**src/rtl/bms_pkg.sv**
```systemverilog
package bms_pkg;

  // ----------------------------------------------------------------
  // Timing
  // ----------------------------------------------------------------
  localparam int unsigned SYS_CLK_MHZ     = 250;
  localparam int unsigned BOOT_TIME_MS    = 3;
  localparam int unsigned BOOT_CYCLES     = BOOT_TIME_MS * 1000 * SYS_CLK_MHZ;
  localparam int unsigned BOOT_CNT_W      = 20;

  // ----------------------------------------------------------------
  // Strap, OTG role and debug UART positions on the general purpose pin bank
  // ----------------------------------------------------------------
  localparam int unsigned GP_W            = 32;
  localparam int unsigned STRAP_HI_POS    = 31;
  localparam int unsigned STRAP_LO_POS    = 30;
  localparam int unsigned OTG_ID_POS      = 29;
  localparam int unsigned UART_TX_POS     = 28;
  localparam int unsigned UART_RX_POS     = 27;

  // ----------------------------------------------------------------
  // Strap codes
  // ----------------------------------------------------------------
  localparam logic [1:0] STRAP_PARALLEL   = 2'h0;
  localparam logic [1:0] STRAP_SERIAL     = 2'h1;
  localparam logic [1:0] STRAP_SPI        = 2'h2;
  localparam logic [1:0] STRAP_ALONE      = 2'h3;

  // ----------------------------------------------------------------
  // Reset values
  // ----------------------------------------------------------------
  localparam logic [1:0]  RST_MODE        = 2'h0;
  localparam logic [31:0] RST_GP_OE       = 32'h0000_0000;

  typedef enum logic [3:0] {
    BMS_ST_RESET = 4'b0001,
    BMS_ST_BOOT  = 4'b0010,
    BMS_ST_COPRO = 4'b0100,
    BMS_ST_ALONE = 4'b1000
  } bms_state_type;

  typedef struct packed {
    logic parallelHostEn;
    logic fastSerialEn;
    logic spiSlaveEn;
    logic eepromEn;
  } bms_if_en_type;

  typedef struct packed {
    logic debugUartEn;
    logic otgPortIsPeriph;
    logic otgPortIsHost;
    logic port1bPeriph;
    logic port2aPeriph;
    logic port2bPeriph;
  } bms_usb_cfg_type;

endpackage

```
**src/rtl/bms_strap_latch.sv**
```systemverilog
`timescale 1ns/1ps
module bms_strap_latch
  import bms_pkg::*;
(
  // Clock and reset
  input  wire logic       sys_clk,
  input  wire logic       resetn,
  // Pins
  input  wire logic [1:0] strapIn,
  input  wire logic       clockFrequencySelect,
  // Captured values
  output logic [1:0]      modeCode,
  output logic            refClk12,
  output logic            captured
);

  logic [1:0] modeCode_ff;
  logic       refClk12_ff;
  logic       captured_ff;

  // First clocked edge after release takes the straps, then holds
  always_ff @(posedge sys_clk or negedge resetn)
  begin
    if (!resetn)
    begin
      modeCode_ff <= RST_MODE;
      refClk12_ff <= 1'b0;
      captured_ff <= 1'b0;
    end
    else if (!captured_ff)
    begin
      modeCode_ff <= strapIn;
      refClk12_ff <= clockFrequencySelect;
      captured_ff <= 1'b1;
    end
  end

  assign modeCode = modeCode_ff;
  assign refClk12 = refClk12_ff;
  assign captured = captured_ff;

endmodule

```
**src/rtl/bms_boot_timer.sv**
```systemverilog
`timescale 1ns/1ps
module bms_boot_timer
  import bms_pkg::*;
#(
  parameter int unsigned BOOT_LEN = BOOT_CYCLES
)
(
  // Clock and reset
  input  wire logic sys_clk,
  input  wire logic resetn,
  // Control
  input  wire logic start,
  output logic      done
);

  logic [BOOT_CNT_W-1:0] cnt_ff;
  logic                  done_ff;
  wire  logic            lastTick = (cnt_ff == BOOT_CNT_W'(BOOT_LEN - 1));

  always_ff @(posedge sys_clk or negedge resetn)
  begin
    if (!resetn)
    begin
      cnt_ff  <= '0;
      done_ff <= 1'b0;
    end
    else if (start && !done_ff)
    begin
      cnt_ff  <= cnt_ff + 1'b1;
      done_ff <= lastTick;
    end
  end

  assign done = done_ff;

endmodule

```
**src/rtl/bms_boot_select.sv**
```systemverilog
`timescale 1ns/1ps
// What this block does
// - Straps on pins 31:30 are captured when reset is released.
// - Code 00 parallel, 01 fast serial, 10 SPI slave, 11 EEPROM standalone.
// - Boot procedure lasts 3 ms after reset release, plus three clock cycles.
// - Strap pins read only during boot, then free as general pins.
// - Non-standalone codes enable only the matching interface, then wait idle.
// - Coprocessor loading starts only after the 3 ms boot time.
// - Parallel port 16 bit; serial 2M baud; SPI slave 2 Mb/s limits.
// - Standalone: internal CPU is main, firmware from EEPROM or USB.
// - Standalone: both strap pins become outputs for the EEPROM bus.
// - Standalone: pins 28 and 27 become the debug UART.
// - Standalone: pin 29 is OTG role, 1 peripheral, 0 host.
// - Standalone: ports 1B, 2A, 2B peripheral; all other pins inputs.
// - Clock select pin sampled at reset; high means 12 MHz reference.
module bms_boot_select
  import bms_pkg::*;
#(
  parameter int unsigned BOOT_LEN = BOOT_CYCLES
)
(
  // Clock and reset
  input  wire logic            sys_clk,
  input  wire logic            resetn,
  // Pins
  input  wire logic [GP_W-1:0] gpIn,
  input  wire logic            clockFrequencySelect,
  // Internal EEPROM bus master and debug UART drive
  input  wire logic            eepromClkOut,
  input  wire logic            eepromDataOut,
  input  wire logic            uartTxOut,
  // Pin drive
  output logic [GP_W-1:0]      gpOut,
  output logic [GP_W-1:0]      gpOe,
  // Status
  output logic [1:0]           bootMode,
  output logic                 refClk12,
  output logic                 bootBusy,
  output logic                 loadAllowed,
  output logic                 internalCpuMain,
  output bms_if_en_type        ifEnable,
  output bms_usb_cfg_type      usbCfg,
  output logic                 uartRxIn
);

  // ----------------------------------------------------------------
  // Capture and boot timing
  // ----------------------------------------------------------------
  logic [1:0] modeCode;
  logic       refSel;
  logic       captured;
  logic       bootDone;

  bms_strap_latch u_latch (
    .sys_clk              (sys_clk),
    .resetn               (resetn),
    .strapIn              (gpIn[STRAP_HI_POS:STRAP_LO_POS]),
    .clockFrequencySelect (clockFrequencySelect),
    .modeCode             (modeCode),
    .refClk12             (refSel),
    .captured             (captured)
  );

  // restores this timer with every reset pulse
  bms_boot_timer #(.BOOT_LEN(BOOT_LEN)) u_timer (
    .sys_clk (sys_clk),
    .resetn  (resetn),
    .start   (captured),
    .done    (bootDone)
  );

  // ----------------------------------------------------------------
  // State machine
  // ----------------------------------------------------------------
  bms_state_type state_ff;
  bms_state_type nxt_state;

  wire logic isAlone = (modeCode == STRAP_ALONE);

  always_comb
  begin
    nxt_state = state_ff;
    case (state_ff)
      BMS_ST_RESET: if (captured) nxt_state = BMS_ST_BOOT;
      BMS_ST_BOOT:  if (bootDone) nxt_state = isAlone ? BMS_ST_ALONE : BMS_ST_COPRO;
      BMS_ST_COPRO: nxt_state = BMS_ST_COPRO;
      BMS_ST_ALONE: nxt_state = BMS_ST_ALONE;
      default:      nxt_state = BMS_ST_RESET;
    endcase
  end

  always_ff @(posedge sys_clk or negedge resetn)
  begin
    if (!resetn)
      state_ff <= BMS_ST_RESET;
    else
      state_ff <= nxt_state;
  end

  wire logic inCopro = (state_ff == BMS_ST_COPRO);
  wire logic inAlone = (state_ff == BMS_ST_ALONE);

  // ----------------------------------------------------------------
  // Interface enables and USB role
  // ----------------------------------------------------------------
  // Only one coprocessor link is ever live; rate limits live in each port
  bms_if_en_type nxt_ifEnable;
  assign nxt_ifEnable.parallelHostEn = inCopro && (modeCode == STRAP_PARALLEL);
  assign nxt_ifEnable.fastSerialEn   = inCopro && (modeCode == STRAP_SERIAL);
  assign nxt_ifEnable.spiSlaveEn     = inCopro && (modeCode == STRAP_SPI);
  assign nxt_ifEnable.eepromEn       = inAlone;

  // Pin 29 is live, so the role follows it after boot
  wire logic otg_role_identifier = gpIn[OTG_ID_POS];
  bms_usb_cfg_type nxt_usbCfg;
  assign nxt_usbCfg.debugUartEn     = inAlone;
  assign nxt_usbCfg.otgPortIsPeriph = inAlone && otg_role_identifier;
  assign nxt_usbCfg.otgPortIsHost   = inAlone && !otg_role_identifier;
  assign nxt_usbCfg.port1bPeriph    = inAlone;
  assign nxt_usbCfg.port2aPeriph    = inAlone;
  assign nxt_usbCfg.port2bPeriph    = inAlone;

  // ----------------------------------------------------------------
  // Pin drive
  // ----------------------------------------------------------------
  logic [GP_W-1:0] nxt_gpOe;
  logic [GP_W-1:0] nxt_gpOut;

  always_comb
  begin
    nxt_gpOe  = RST_GP_OE;
    nxt_gpOut = '0;
    if (inAlone)
    begin
      nxt_gpOe[STRAP_HI_POS]  = 1'b1;
      nxt_gpOe[STRAP_LO_POS]  = 1'b1;
      nxt_gpOut[STRAP_HI_POS] = eepromClkOut;
      nxt_gpOut[STRAP_LO_POS] = eepromDataOut;
      nxt_gpOe[UART_TX_POS]   = 1'b1;
      nxt_gpOut[UART_TX_POS]  = uartTxOut;
    end
  end

  // ----------------------------------------------------------------
  // Output registers
  // ----------------------------------------------------------------
  bms_if_en_type   ifEnable_ff;
  bms_usb_cfg_type usbCfg_ff;
  logic [GP_W-1:0] gpOut_ff;
  logic [GP_W-1:0] gpOe_ff;
  logic [1:0]      bootMode_ff;
  logic            refClk12_ff;
  logic            bootBusy_ff;
  logic            loadAllowed_ff;
  logic            cpuMain_ff;
  logic            uartRx_ff;

  always_ff @(posedge sys_clk or negedge resetn)
  begin
    if (!resetn)
    begin
      ifEnable_ff    <= '0;
      usbCfg_ff      <= '0;
      gpOut_ff       <= '0;
      gpOe_ff        <= RST_GP_OE;
      bootMode_ff    <= RST_MODE;
      refClk12_ff    <= 1'b0;
      bootBusy_ff    <= 1'b1;
      loadAllowed_ff <= 1'b0;
      cpuMain_ff     <= 1'b0;
      uartRx_ff      <= 1'b0;
    end
    else
    begin
      ifEnable_ff    <= nxt_ifEnable;
      usbCfg_ff      <= nxt_usbCfg;
      gpOut_ff       <= nxt_gpOut;
      gpOe_ff        <= nxt_gpOe;
      bootMode_ff    <= modeCode;
      refClk12_ff    <= refSel;
      bootBusy_ff    <= !(inCopro || inAlone);
      loadAllowed_ff <= inCopro;
      cpuMain_ff     <= inAlone;
      uartRx_ff      <= inAlone && gpIn[UART_RX_POS];
    end
  end

  assign ifEnable        = ifEnable_ff;
  assign usbCfg          = usbCfg_ff;
  assign gpOut           = gpOut_ff;
  assign gpOe            = gpOe_ff;
  assign bootMode        = bootMode_ff;
  assign refClk12        = refClk12_ff;
  assign bootBusy        = bootBusy_ff;
  assign loadAllowed     = loadAllowed_ff;
  assign internalCpuMain = cpuMain_ff;
  assign uartRxIn        = uartRx_ff;

endmodule

```
**config.mk**
```make
export PLATFORM = sky130hd
export DESIGN_NAME = bms_boot_select
export DESIGN_NICKNAME = d
export VERILOG_FILES = /design/src/rtl/bms_pkg.sv /design/src/rtl/bms_strap_latch.sv /design/src/rtl/bms_boot_timer.sv /design/src/rtl/bms_boot_select.sv
export SDC_FILE = /design/constraint.sdc
export NUM_CORES = 1
export LEC_CHECK = 0
export BUFFER_PORTS_ARGS = -buffer_cell sky130_fd_sc_hd__buf_2
export CORE_MARGIN = 4
export CORE_UTILIZATION = 45
export DETAILED_ROUTE_END_ITERATION = 12
export GPL_TIMING_DRIVEN = 0
export HOLD_SLACK_MARGIN = 0.02
export PLACE_DENSITY = 0.89
export SYNTH_ARGS = -nofsm -noshare
export SYNTH_HDL_FRONTEND = slang
export SYNTH_HIERARCHICAL = 1
export SYNTH_SLANG_ARGS = --single-unit
```
**constraint.sdc**
```tcl
create_clock -name sys_clk -period 1.9 [get_ports sys_clk]
set_input_delay 0.285 -clock sys_clk [delete_from_list [all_inputs] [get_ports sys_clk]]
set_output_delay 0.285 -clock sys_clk [all_outputs]
set_load 0.02 [all_outputs]
```
Word-level counts from Yosys, hierarchy flattened
Index checks and enable logic that the tools add are counted.
W data, S select, Z words.
- add/subtract/negate cells: 1
- equal/unequal tests: 10
- mux-type cells: 8
- reduce and logical (&&, ||, !) cells: 13
- operators by type and width (kind ; number):
    $add A20 B1 Y20 const B ; 1
    $eq A20 B20 Y1 const B ; 1
    $pmux W4 S4 ; 1
    $mux W4 ; 3
    $logic_and A1 B1 Y1 ; 7
    $eq A2 B2 Y1 const B ; 2
    $eq A4 B1 Y1 const B ; 1
    $eq A4 B2 Y1 const B ; 1
    $eq A4 B3 Y1 const B ; 1
    $eq A4 B4 Y1 const B ; 1
    $mux W2 ; 2
    $ne A2 B1 Y1 const B ; 2
    $logic_not A1 Y1 ; 3
    $eq A2 B1 Y1 const B ; 1
    $logic_not A2 Y1 ; 1
    $mux W1 ; 2
    $reduce_and A2 Y1 ; 1
    $logic_or A1 B1 Y1 ; 1
- register bits after elaboration: 47
- output and inout port bits: 81
- logic and storage cells: 51

Longest topological paths before layout
Gate-level depths: netlist (run 1).
- word-level depth: 4
- mapped depth: 5
- depth with buffers taken out: 5

Modules after synthesis
Netlist (run 1), hierarchy kept.
- by module, submodules not included (module ; instances ; cells an instance ; area an instance (µm²)):
    bms_boot_select ; 1 ; 115 ; 1179.9
    bms_boot_timer ; 1 ; 81 ; 997.2
    bms_strap_latch ; 1 ; 8 ; 137.6

Worst setup path before layout (run 1)
OpenSTA, ideal clock, no wires.
- path type: flip-flop to flip-flop
- from: reg u_timer.cnt_ff[0]
- to: reg u_timer.cnt_ff[8]
- library setup time: 0.124 ns
- arrival time: 1.280 ns
- slack: 0.496 ns
- cell stages (with the launch flop): 6
- buffers on the path: 0
- period minus slack after synthesis: 1.404 ns
- cell sequence: dfrtp_1 ha_1 and3b_1 and2_1 and3_1 xor2_1
- cells in the longest elaborated chain, start to end: 1
- RTL lines (what ; line ; RTL):
    from (decl) ; bms_boot_timer.sv:16 ; logic [BOOT_CNT_W-1:0] cnt_ff;
    from (signal assigned) ; bms_boot_timer.sv:29 ; cnt_ff <= cnt_ff + 1'b1;
    $add A20 B1 Y20 ; bms_boot_timer.sv:29 ;
Every way passes these cells.
A chain may end at the register's enable or synchronous reset.

Worst setup path after layout (run 1)
- from: reg u_latch.captured_ff, in the netlist u_latch/captured
- to: reg u_timer.cnt_ff[19]
- cells in the longest elaborated chain, start to end: 1
- RTL lines (what ; line ; RTL):
    from (decl) ; bms_strap_latch.sv:19 ; logic captured_ff;
    from (signal assigned) ; bms_strap_latch.sv:28 ; captured_ff <= 1'b0;
    from (signal assigned) ; bms_strap_latch.sv:34 ; captured_ff <= 1'b1;
    $logic_and A1 B1 Y1 ; bms_boot_timer.sv:27 ; else if (start && !done_ff)
Every way passes these cells.

==> out/qor.txt, run 1 <==
======================================================================================================
Syn-to-layout area delta ................................................................        23.5%
Post-Route Hold Slack ...................................................................     0.123 ns
Flip-flop and latch count after synthesis ...............................................           44
Critical path arrival ...................................................................      1.74 ns
Number of nets in the layout ............................................................          339
Number of optimization iterations in the first detailed-route pass ......................            4
Placed instance count ...................................................................          360
Power per unit of standard cell area ....................................................  762 nW/um^2
Maximum number of pins on one net before global-route repair ............................           45
Core Footprint ..........................................................................    4850 um^2
Buffer depth of the longest clock path ..................................................            2
Commonest non-fill, non-tap cell in the layout .......................................... sky130_fd_sc_hd__buf_4
Setup Viol. Count Final .................................................................            0
Highest-count cells in the layout ignoring fill and taps ................................ sky130_fd_sc_hd__buf_4, sky130_fd_sc_hd__conb_1, sky130_fd_sc_hd__dfrtp_1, sky130_fd_sc_hd__buf_2, sky130_fd_sc_hd__xnor2_1
Boundary Pins ...........................................................................          119
Count of distinct cell types in the synthesized netlist .................................           40
Area post-placement .....................................................................    2770 um^2
Share of post-route cells with drive strength above 1 ...................................        0.419
RD Place Congestion .....................................................................        0.776
Fmax ....................................................................................      641 MHz
Total die area ..........................................................................    6360 um^2
Routed via count ........................................................................         1505
Result of the run .......................................................................    completed
Root Driver ............................................................................. sky130_fd_sc_hd__clkbuf_8
Yosys warnings ..........................................................................            6
Worst slew margin relative to its limit .................................................        0.382
Synthesized cell area ...................................................................    2310 um^2
Fill cells ..............................................................................          399
Number of enable-type register cells in the synthesized netlist .........................            0
Inserted Clock Buffers ..................................................................            5
Total count of max-transition violations in the final report ............................            0
Worst ir drop on vdd ....................................................................       301 uV
Final count of hold timing violations ...................................................            0
Clock transition at the register clock pins on the worst setup and hold paths after CTS .      0.08 ns
Global-route wire length before repair ..................................................      6570 um
Top flip-flop cell by instance count after synthesis .................................... sky130_fd_sc_hd__dfrtp_1
Starting density of the core ............................................................        0.477
Number of standard cells in the final layout excluding fillers ..........................          368
Post_cts resized ........................................................................            0
Remaining routing DRC violations ........................................................            0
Clk Latency, worst-skew pair ............................................................      0.29 ns
Skew final ..............................................................................    0.0129 ns
Fraction of the yosys area taken by sequential cells ....................................        0.477
Buffers added on ports ..................................................................           32
Via-to-Cell Ratio .......................................................................         4.09
Biggest fanout along the worst timing path ..............................................            8
Row cnt .................................................................................           25
Total wirelength of the detailed-routed design ..........................................      3950 um
Category of the worst setup path capture point ..........................................    flip-flop
Worst hold path type .................................................................... input pin to asynchronous set/reset pin
Total congestion overflow after global routing ..........................................            0
Final sum of negative setup slack .......................................................         0 ns
Setup slack after layout ................................................................     0.339 ns
Num Clock Sinks .........................................................................           44
Number of buffers added to fix hold violations after cts ................................            0
Fin util ................................................................................        0.589
CTS H-tree lvls .........................................................................            2
Total routing resource utilization after global routing .................................        0.131
Detailed placement HPWL .................................................................      3030 um
Die height ..............................................................................      79.7 um
Syn Area/Cell ...........................................................................    11.3 um^2
Final period utilization ................................................................        0.821
Overall power of the completed layout ...................................................      2.18 mW
Die X-Extent ............................................................................      79.7 um
Final worst path period need ............................................................      1.56 ns
Violation count after the first detailed-route iteration ................................           78
Count of buffers added by post-CTS timing repair for setup ..............................            0
CTS tree ................................................................................          yes
Design area .............................................................................    2860 um^2
Number of max-cap violations ............................................................            0
Static leakage ..........................................................................      1.61 nW
Wire length per cell after detailed routing .............................................      10.7 um
CP Launch Type ..........................................................................    flip-flop
Critical setup path kind ................................................................ flip-flop to flip-flop
Antenna violation net count after detailed routing ......................................            0
Via count of the first global-routing pass ..............................................         1460
Data required time at the worst endpoint ................................................      2.08 ns
FFs w/ async S/R, synth .................................................................         1.00
Measured slew at the worst slew-check pin ...............................................     0.927 ns
Ant diodes ..............................................................................            0
Worst setup timing slack at the placement stage .........................................     0.360 ns
Setup repair after global routing missed its margin .....................................           no
Synth Instances .........................................................................          204
Number of antenna violations at the first check in global routing .......................            0
======================================================================================================
[metal layers]
| layer | part of all wire | wire [um] | GRT usage |
|---|---|---|---|
| met5 | 0 | 0 | 0 |
| met2 | 0.54 | 2130 | 0.241 |
| met1 | 0.36 | 1410 | 0.138 |
| met3 | 0.088 | 348 | 0.0440 |
| met4 | 0.017 | 68 | 0.0481 |
[report_power, final]
part / switching, mW / total (mW) / internal, mW
registers: 0.147 / 1.19 / 1.05
clock network: 0.301 / 0.558 / 0.257
logic: 0.228 / 0.426 / 0.198
[worst max-delay path, stage by stage (launching register included)]
cell,delay (ns)
sky130_fd_sc_hd__dfrtp_1,0.51
sky130_fd_sc_hd__and4b_1,0.32
sky130_fd_sc_hd__and4_1,0.23
sky130_fd_sc_hd__buf_6,0.14
sky130_fd_sc_hd__nand4_4,0.11
sky130_fd_sc_hd__xnor2_2,0.14
[area by class of cell]
cell class	instances	area, um^2	area share
timing repair buffer	32	160	0.0560
multi-input combinational	143	891	0.312
inverter	6	22.5	0.00788
sequential	44	1100	0.386
tap	67	83.8	0.0293
clock buffer	6	72.6	0.0254
buffer	68	512	0.179
clock inverter	2	12.5	0.00438
[synthesized netlist by cell type (all sizes together), types with 4 or more instances]
master,instances,share of area
and2,7,0.019
and3,4,0.011
buf,68,0.22
dfrtp,42,0.45
inv,6,0.0097
mux2,5,0.024
nand2,6,0.0097
nand3,6,0.019
nand4,9,0.031
xnor2,11,0.045
xor2,8,0.030
[worst paths after layout]
| check | startpoint | endpoint | slack [ns] | cells after the start |
|---|---|---|---|---|
| max | u_latch/captured | u_timer/cnt_ff[19] | 0.34 | 5 |
| max reg2reg | u_latch/captured | u_timer/cnt_ff[19] | 0.34 | 5 |
| min in group sys_clk | gpIn[29] | usbCfg[3] | 0.15 | 2 |
| min reg2reg | u_latch/refClk12 | refClk12 | 0.38 | 0 |
| min | resetn | u_latch/modeCode[0] | 0.12 | 1 |
| max in group asynchronous | resetn | u_timer/cnt_ff[16] | 1.19 | 1 |
[state kept, by name, indices dropped and copies added (netlist names), 2 cells and up]
signal            cells
usbCfg                2
u_timer/cnt_ff       20
ifEnable              3
gpOut                 3
state_ff              4
u_latch/modeCode      2
bootMode              2
[cell families (layout without fill, tap and decap cells)]
logic type | after synthesis | count (layout) | synth area share
flip-flops | 44 | 44 | 0.477
buffers and inverters | 74 | 114 | 0.231
AND/OR/NAND/NOR | 53 | 53 | 0.166
other | 2 | 59 | 0.00324
XOR/XNOR | 19 | 19 | 0.0751
multiplexers | 5 | 5 | 0.0243
adder cells (fa/ha/maj) | 1 | 1 | 0.00540
AO/OA/AOI/OAI | 6 | 6 | 0.0178
(Power assumes the default switching activity.)
==> run 2: changes to the inputs <==
--- a/config.mk
+++ b/config.mk
@@ -5,13 +5,14 @@
 export SDC_FILE = /design/constraint.sdc
 export NUM_CORES = 1
 export LEC_CHECK = 0
+export ABC_AREA = 1
 export BUFFER_PORTS_ARGS = -buffer_cell sky130_fd_sc_hd__buf_2
 export CORE_MARGIN = 4
-export CORE_UTILIZATION = 45
+export CORE_UTILIZATION = 46
 export DETAILED_ROUTE_END_ITERATION = 12
 export GPL_TIMING_DRIVEN = 0
 export HOLD_SLACK_MARGIN = 0.02
-export PLACE_DENSITY = 0.89
+export PLACE_DENSITY = 0.9
 export SYNTH_ARGS = -nofsm -noshare
 export SYNTH_HDL_FRONTEND = slang
 export SYNTH_HIERARCHICAL = 1
==> constraint.sdc (replaced) <==
create_clock -name sys_clk -period 1.6 [get_ports sys_clk]
set_input_delay 0.24 -clock sys_clk [delete_from_list [all_inputs] [get_ports sys_clk]]
set_output_delay 0.24 -clock sys_clk [all_outputs]
set_load 0.02 [all_outputs]
==> out/qor.txt, run 2 <==
======================================================================================================
Num Clock Sinks .........................................................................           44
Syn Area/Cell ...........................................................................    8.36 um^2
Fmax ....................................................................................      703 MHz
Inserted Clock Buffers ..................................................................            5
Clk network pwr share ...................................................................        0.284
Die height ..............................................................................      81.5 um
Fin util ................................................................................        0.593
Worst R2R Start ......................................................................... u_timer/cnt_ff[1]
Total count of max-transition violations in the final report ............................            0
Worst slew margin relative to its limit .................................................        0.384
Worst ir drop on vdd ....................................................................       474 uV
Static leakage ..........................................................................      1.89 nW
Area share of the leading cell type in the synthesized netlist ..........................        0.423
Power per unit of standard cell area .................................................... 1020 nW/um^2
Result of the run .......................................................................    completed
Synthesized cell area ...................................................................    2480 um^2
Number of enable-type register cells in the synthesized netlist .........................            0
Category of the worst setup path capture point ..........................................    flip-flop
Highest-count cells in the layout ignoring fill and taps ................................ sky130_fd_sc_hd__buf_4, sky130_fd_sc_hd__conb_1, sky130_fd_sc_hd__nand2_1, sky130_fd_sc_hd__dfrtp_1, sky130_fd_sc_hd__inv_1
Ant diodes ..............................................................................            0
Biggest area consumer among synthesized cells ........................................... sky130_fd_sc_hd__dfrtp_1
Critical setup path kind ................................................................ flip-flop to flip-flop
Proportion of power drawn by combinational gates ........................................        0.270
Via count of the first global-routing pass ..............................................         1632
Worst hold path type .................................................................... input pin to asynchronous set/reset pin
Final sum of negative setup slack .......................................................         0 ns
CTS tree ................................................................................          yes
Most area-consuming cells after synthesis ............................................... sky130_fd_sc_hd__dfrtp_1, sky130_fd_sc_hd__buf_4, sky130_fd_sc_hd__nand2_1, sky130_fd_sc_hd__inv_1, sky130_fd_sc_hd__nor2_1
Clk Latency, worst-skew pair ............................................................      0.30 ns
Buffer depth of the longest clock path ..................................................            2
CP Launch Type ..........................................................................    flip-flop
Row cnt .................................................................................           26
Synth Instances .........................................................................          297
Reg power frac ..........................................................................        0.446
Buffers added on ports ..................................................................           32
Number of flip-flops in the largest register ............................................           20
Boundary Pins ...........................................................................          119
Final period utilization ................................................................        0.889
Setup slack, reg-to-reg .................................................................      0.18 ns
Largest registers ....................................................................... u_timer/cnt_ff (20), state_ff (4)
Reg-to-reg critical path endpoint ....................................................... u_timer/cnt_ff[14]
Most used standard cell by instance count after synthesis ............................... sky130_fd_sc_hd__buf_4
Measured slew at the worst slew-check pin ...............................................     0.924 ns
Total wirelength of the detailed-routed design ..........................................      4340 um
Antenna violation net count after detailed routing ......................................            0
Starting density of the core ............................................................        0.480
Final worst path period need ............................................................      1.42 ns
Total congestion overflow after global routing ..........................................            0
Routed via count ........................................................................         1872
Top flip-flop cell by instance count after synthesis .................................... sky130_fd_sc_hd__dfrtp_1
Global-route wire length before repair ..................................................      6870 um
Number of max-cap violations ............................................................            0
Total die area ..........................................................................    6640 um^2
Core Footprint ..........................................................................    5170 um^2
Pint ....................................................................................      2.09 mW
Count of distinct cell types in the synthesized netlist .................................           22
CTS H-tree lvls .........................................................................            2
Syn-to-layout area delta ................................................................        23.6%
Remaining routing DRC violations ........................................................            0
Violation count after the first detailed-route iteration ................................           68
Net Switching ...........................................................................      1.05 mW
FFs w/ async S/R, synth .................................................................         1.00
Detailed placement HPWL .................................................................      3350 um
Commonest non-fill, non-tap cell in the layout .......................................... sky130_fd_sc_hd__buf_4
Via-to-Cell Ratio .......................................................................         4.03
Root Driver ............................................................................. sky130_fd_sc_hd__clkbuf_8
Die X-Extent ............................................................................      81.5 um
Setup repair after global routing missed its margin .....................................           no
Depth of the worst register-to-register path ............................................            8
Number of antenna violations at the first check in global routing .......................            0
Share of post-route cells with drive strength above 1 ...................................        0.320
Final count of hold timing violations ...................................................            0
Clock transition at the register clock pins on the worst setup and hold paths after CTS .      0.08 ns
Number of nets in the layout ............................................................          432
Flip-flop and latch count after synthesis ...............................................           44
Critical path arrival ...................................................................      1.62 ns
Fraction of the yosys area taken by sequential cells ....................................        0.444
Maximum number of pins on one net before global-route repair ............................           45
Skew final ..............................................................................   0.00758 ns
Setup Viol. Count Final .................................................................            0
Total routing resource utilization after global routing .................................        0.134
Yosys warnings ..........................................................................            6
Data required time at the worst endpoint ................................................      1.80 ns
Number of optimization iterations in the first detailed-route pass ......................            5
Wire length per cell after detailed routing .............................................      9.35 um
Fraction of power spent switching nets ..................................................        0.335
Biggest fanout along the worst timing path ..............................................            3
Largest register by flop count .......................................................... u_timer/cnt_ff
Leading post-synthesis cells by instance count .......................................... sky130_fd_sc_hd__buf_4, sky130_fd_sc_hd__nand2_1, sky130_fd_sc_hd__dfrtp_1
RD Place Congestion .....................................................................        0.820
======================================================================================================
==> run 2: cell types whose count changed after synthesis, moves of 7 or more <==
| cell | delta |
|---|---|
| sky130_fd_sc_hd__inv_1 | +35 |
| sky130_fd_sc_hd__nor2_1 | +27 |
| sky130_fd_sc_hd__nand2_1 | +50 |
| sky130_fd_sc_hd__nor2_2 | +7 |
| sky130_fd_sc_hd__and2_1 | -7 |
| sky130_fd_sc_hd__nand3_1 | +9 |
==> run 2: timing repair <==
item	CTS	global route
endpoints found under the hold margin	0	0
endpoints found under the setup margin	0	2
hold buffers	0	0
gates resized for setup	0	1
setup buffers	0	0
==> run 2: metal layers <==
| metal | global-route usage | up-vias | wire length, um |
|---|---|---|---|
| met5 | 0 | - | 0 |
| met3 | 0.0395 | 8 | 388 |
| met4 | 0.0439 | 0 | 58 |
| met1 | 0.144 | 833 | 1570 |
| li1 | - | 960 | - |
| met2 | 0.249 | 71 | 2330 |
==> run 2: worst max path at each step <==
stage | from | endpoint | slack (ns)
after floorplan | u_timer/cnt_ff[1] | u_timer/cnt_ff[14] | 0.37
final | u_timer/cnt_ff[1] | u_timer/cnt_ff[14] | 0.18
after global placement | u_timer/cnt_ff[1] | u_timer/cnt_ff[16] | 0.23
after CTS | u_timer/cnt_ff[1] | u_timer/cnt_ff[14] | 0.16
after detailed placement | u_timer/cnt_ff[1] | u_timer/cnt_ff[16] | 0.21
after global routing | u_timer/cnt_ff[1] | u_timer/cnt_ff[14] | 0.001
==> run 2: cells by family (layout without fill, tap and decap cells) <==
group	after synthesis	in the layout	share of synthesized area
buffers and inverters	108	148	0.263
XOR/XNOR	12	12	0.0423
adder cells (fa/ha/maj)	1	1	0.00504
flip-flops	44	44	0.444
other	2	59	0.00302
AND/OR/NAND/NOR	129	129	0.240
AO/OA/AOI/OAI	1	1	0.00201
==> run 2: power groups by stage <==
stage	Combinational [mW]	Clock, mW	Sequential [mW]
floorplan	0.665	0	1.42
global placement	0.795	0	1.40
detailed placement	0.837	0	1.42
CTS	0.842	0.903	1.40
global route	0.958	0.963	1.43
finish	0.848	0.890	1.40
==> run 2: layout make-up <==
cell class                      instances  area, um^2
Multi-Input combinational cell        202         943
Timing Repair Buffer                   32         160
Tap cell                               70        87.6
Inverter                               42         158
Clock buffer                            6        82.6
Fill cell                             459        2100
Clock inverter                          2        38.8
Buffer                                 66         495
Sequential cell                        44        1100
==> run 2: worst max-delay path, cell delays in order, from the launching register on <==
cell	delay, ns
sky130_fd_sc_hd__dfrtp_1	0.39
sky130_fd_sc_hd__ha_1	0.20
sky130_fd_sc_hd__inv_1	0.08
sky130_fd_sc_hd__nor2_2	0.16
sky130_fd_sc_hd__nand3_1	0.17
sky130_fd_sc_hd__nor2_2	0.15
sky130_fd_sc_hd__nand3_1	0.08
sky130_fd_sc_hd__nand2_1	0.07
sky130_fd_sc_hd__inv_1	0.03
==> run 2: metrics by stage <==
stage	total power [mW]	hold slack [ns]	cell area, um^2	instances	worst slack (ns)
6_report	3.14	0.0757	3070	464	0.178
3_5_place_dp	2.26	0.385	2950	456	0.209
5_1_grt	3.35	0.0810	3070	464	0.00142
2_1_floorplan	2.08	-0.0556	2700	354	0.375
3_3_place_gp	2.20	0.360	2950	456	0.229
4_1_cts	3.14	0.0911	3070	464	0.160
==> run 3: changes to the inputs <==
==> constraint.sdc (replaced) <==
create_clock -name sys_clk -period 1.6 [get_ports sys_clk]
set_input_delay 0.08 -clock sys_clk [delete_from_list [all_inputs] [get_ports sys_clk]]
set_output_delay 0.08 -clock sys_clk [all_outputs]
set_load 0.02 [all_outputs]
==> out/qor.txt, run 3 (synthesis results as in run 2) <==
======================================================================================================
Total routing resource utilization after global routing .................................        0.139
Pint ....................................................................................      2.10 mW
Maximum number of pins on one net before global-route repair ............................           45
Clk Latency, worst-skew pair ............................................................      0.30 ns
Worst hold path type .................................................................... flip-flop to flip-flop
Slowest stage cell, crit path ........................................................... sky130_fd_sc_hd__dfrtp_1
Power per unit of standard cell area ....................................................  997 nW/um^2
Wire length per cell after detailed routing .............................................      9.44 um
Net Switching ...........................................................................      1.05 mW
Number of flip-flops in the largest register ............................................           20
Crit-path max cell delay ................................................................      0.39 ns
Boundary Pins ...........................................................................          119
Inserted Clock Buffers ..................................................................            5
Final sum of negative setup slack .......................................................         0 ns
Worst ir drop on vdd ....................................................................       470 uV
Worst slew margin relative to its limit .................................................        0.382
Critical path arrival ...................................................................      1.61 ns
Row cnt .................................................................................           26
Clk network pwr share ...................................................................        0.280
Number of optimization iterations in the first detailed-route pass ......................            5
Commonest non-fill, non-tap cell in the layout .......................................... sky130_fd_sc_hd__buf_4
Detailed placement HPWL .................................................................      3350 um
Data required time at the worst endpoint ................................................      1.80 ns
Buffer depth of the longest clock path ..................................................            2
Number of nets in the layout ............................................................          441
Violation count after the first detailed-route iteration ................................           64
Largest register by flop count .......................................................... u_timer/cnt_ff
Final worst path period need ............................................................      1.41 ns
CTS tree ................................................................................          yes
Fmax ....................................................................................      708 MHz
Measured slew at the worst slew-check pin ...............................................     0.928 ns
Via-to-Cell Ratio .......................................................................         4.02
Clock transition at the register clock pins on the worst setup and hold paths after CTS .      0.08 ns
Die height ..............................................................................      81.5 um
Proportion of power drawn by combinational gates ........................................        0.275
Worst Path Buf+Inv ......................................................................            2
Min-Delay Path Depth ....................................................................            0
Starting density of the core ............................................................        0.480
Stages on the worst setup path ..........................................................            8
Root Driver ............................................................................. sky130_fd_sc_hd__clkbuf_8
Antenna violation net count after detailed routing ......................................            0
Total wirelength of the detailed-routed design ..........................................      4470 um
Worst R2R Start ......................................................................... u_timer/cnt_ff[1]
Skew final ..............................................................................   0.00899 ns
Reg power frac ..........................................................................        0.445
Count of buffers added by post-CTS timing repair for setup ..............................            0
Routed via count ........................................................................         1900
Area post-placement .....................................................................    2950 um^2
Biggest fanout along the worst timing path ..............................................            3
CTS H-tree lvls .........................................................................            2
Remaining routing DRC violations ........................................................            0
Ant diodes ..............................................................................            0
Fraction of power spent switching nets ..................................................        0.333
Hold path startpoint .................................................................... u_latch/refClk12
Largest delay contributor family on the critical path ................................... simple AND/OR/NAND/NOR gates
Setup Viol. Count Final .................................................................            0
Total count of max-transition violations in the final report ............................            0
Placed instance count ...................................................................          456
Number of antenna violations at the first check in global routing .......................            0
Highest-count cells in the layout ignoring fill and taps ................................ sky130_fd_sc_hd__buf_4, sky130_fd_sc_hd__conb_1, sky130_fd_sc_hd__nand2_1, sky130_fd_sc_hd__dfrtp_1, sky130_fd_sc_hd__inv_1
Fill cells ..............................................................................          447
Final count of hold timing violations ...................................................            0
Result of the run .......................................................................    completed
Num Clock Sinks .........................................................................           44
Depth of the worst register-to-register path ............................................            8
Total congestion overflow after global routing ..........................................            0
Total die area ..........................................................................    6640 um^2
CP Launch Type ..........................................................................    flip-flop
Setup repair after global routing missed its margin .....................................           no
Static leakage ..........................................................................      1.93 nW
RD Place Congestion .....................................................................        0.820
Number of max-cap violations ............................................................            0
Overall power of the completed layout ...................................................      3.15 mW
Category of the worst setup path capture point ..........................................    flip-flop
Final period utilization ................................................................        0.883
Global-route wire length before repair ..................................................      7140 um
Syn-to-layout area delta ................................................................        27.2%
Ordered cell list for the critical path ................................................. ha_1 -> inv_1 -> nor2_2 -> nand3_1 -> nor2_2 -> nand3_1 -> nand2_1 -> inv_1
Share of post-route cells with drive strength above 1 ...................................        0.313
Design area .............................................................................    3160 um^2
Number of standard cells in the final layout excluding fillers ..........................          473
Buffers added on ports ..................................................................           32
Launching instance or port of the critical path ......................................... u_timer/cnt_ff[1]
Largest registers ....................................................................... u_timer/cnt_ff (20), state_ff (4)
Die X-Extent ............................................................................      81.5 um
Core Footprint ..........................................................................    5170 um^2
Critical setup path kind ................................................................ flip-flop to flip-flop
Via count of the first global-routing pass ..............................................         1678
======================================================================================================
-- run 3: cell types whose count changed in the layout (fill, tap and decap cells not counted), sizes merged --
cell / change
dlygate4sd3: +9
-- run 3: power by group through the flow --
stage / logic, mW / clock network, mW / registers (mW)
2_1_floorplan: 0.665 / 0 / 1.42
3_3_place_gp: 0.795 / 0 / 1.40
3_5_place_dp: 0.837 / 0 / 1.42
4_1_cts: 0.859 / 0.903 / 1.40
5_1_grt: 0.976 / 0.963 / 1.43
6_report: 0.866 / 0.884 / 1.40
-- run 3: worst reg2reg max path, delay by kind of cell, from the launching register on --
family | cells | cell delay (ns)
adders and majority gates | 1 | 0.20
buffers and inverters | 2 | 0.11
DFF | 1 | 0.39
and+or+nand+nor | 5 | 0.63
-- run 3: metrics by stage --
stage | setup slack [ns] | hold WS, ns | util
2_1_floorplan | 0.375 | -0.216 | -
3_3_place_gp | 0.229 | 0.246 | 0.569
3_5_place_dp | 0.209 | 0.250 | 0.569
4_1_cts | 0.160 | 0.400 | 0.610
5_1_grt | 0.00142 | 0.414 | 0.611
6_report | 0.187 | 0.398 | 0.611
-- run 3: area by class of cell --
| type | instances | area, um^2 | share of cell area |
|---|---|---|---|
| Buffer | 66 | 495 | 0.157 |
| Clock buffer | 6 | 82.6 | 0.0261 |
| Clock inverter | 2 | 38.8 | 0.0123 |
| Inverter | 42 | 158 | 0.0499 |
| Multi-Input combinational cell | 202 | 943 | 0.299 |
| Sequential cell | 44 | 1100 | 0.349 |
| Tap cell | 70 | 87.6 | 0.0277 |
| Timing Repair Buffer | 41 | 250 | 0.0792 |
-- run 3: repair_timing --
action,in CTS,in global routing
hold endpoints to repair,51,0
resized for setup,0,1
endpoints found under the setup margin,0,2
hold buffers,9,0
-- run 3: metal layers --
layer / track usage / up-vias / wire, um
met3: 0.0384 / 6 / 375
met1: 0.149 / 845 / 1630
met5: 0 / - / 0
li1: - / 977 / -
met2: 0.262 / 72 / 2410
met4: 0.0439 / 0 / 49
-- run 3: worst paths after layout --
kind	endpoint	slack, ns
min in group asynchronous	ifEnable[3]	0.46
setup / recovery	u_timer/cnt_ff[14]	0.19
hold / removal	refClk12	0.40
hold reg to reg	refClk12	0.40
setup reg to reg	u_timer/cnt_ff[14]	0.19
max in group asynchronous	u_timer/cnt_ff[5]	0.57
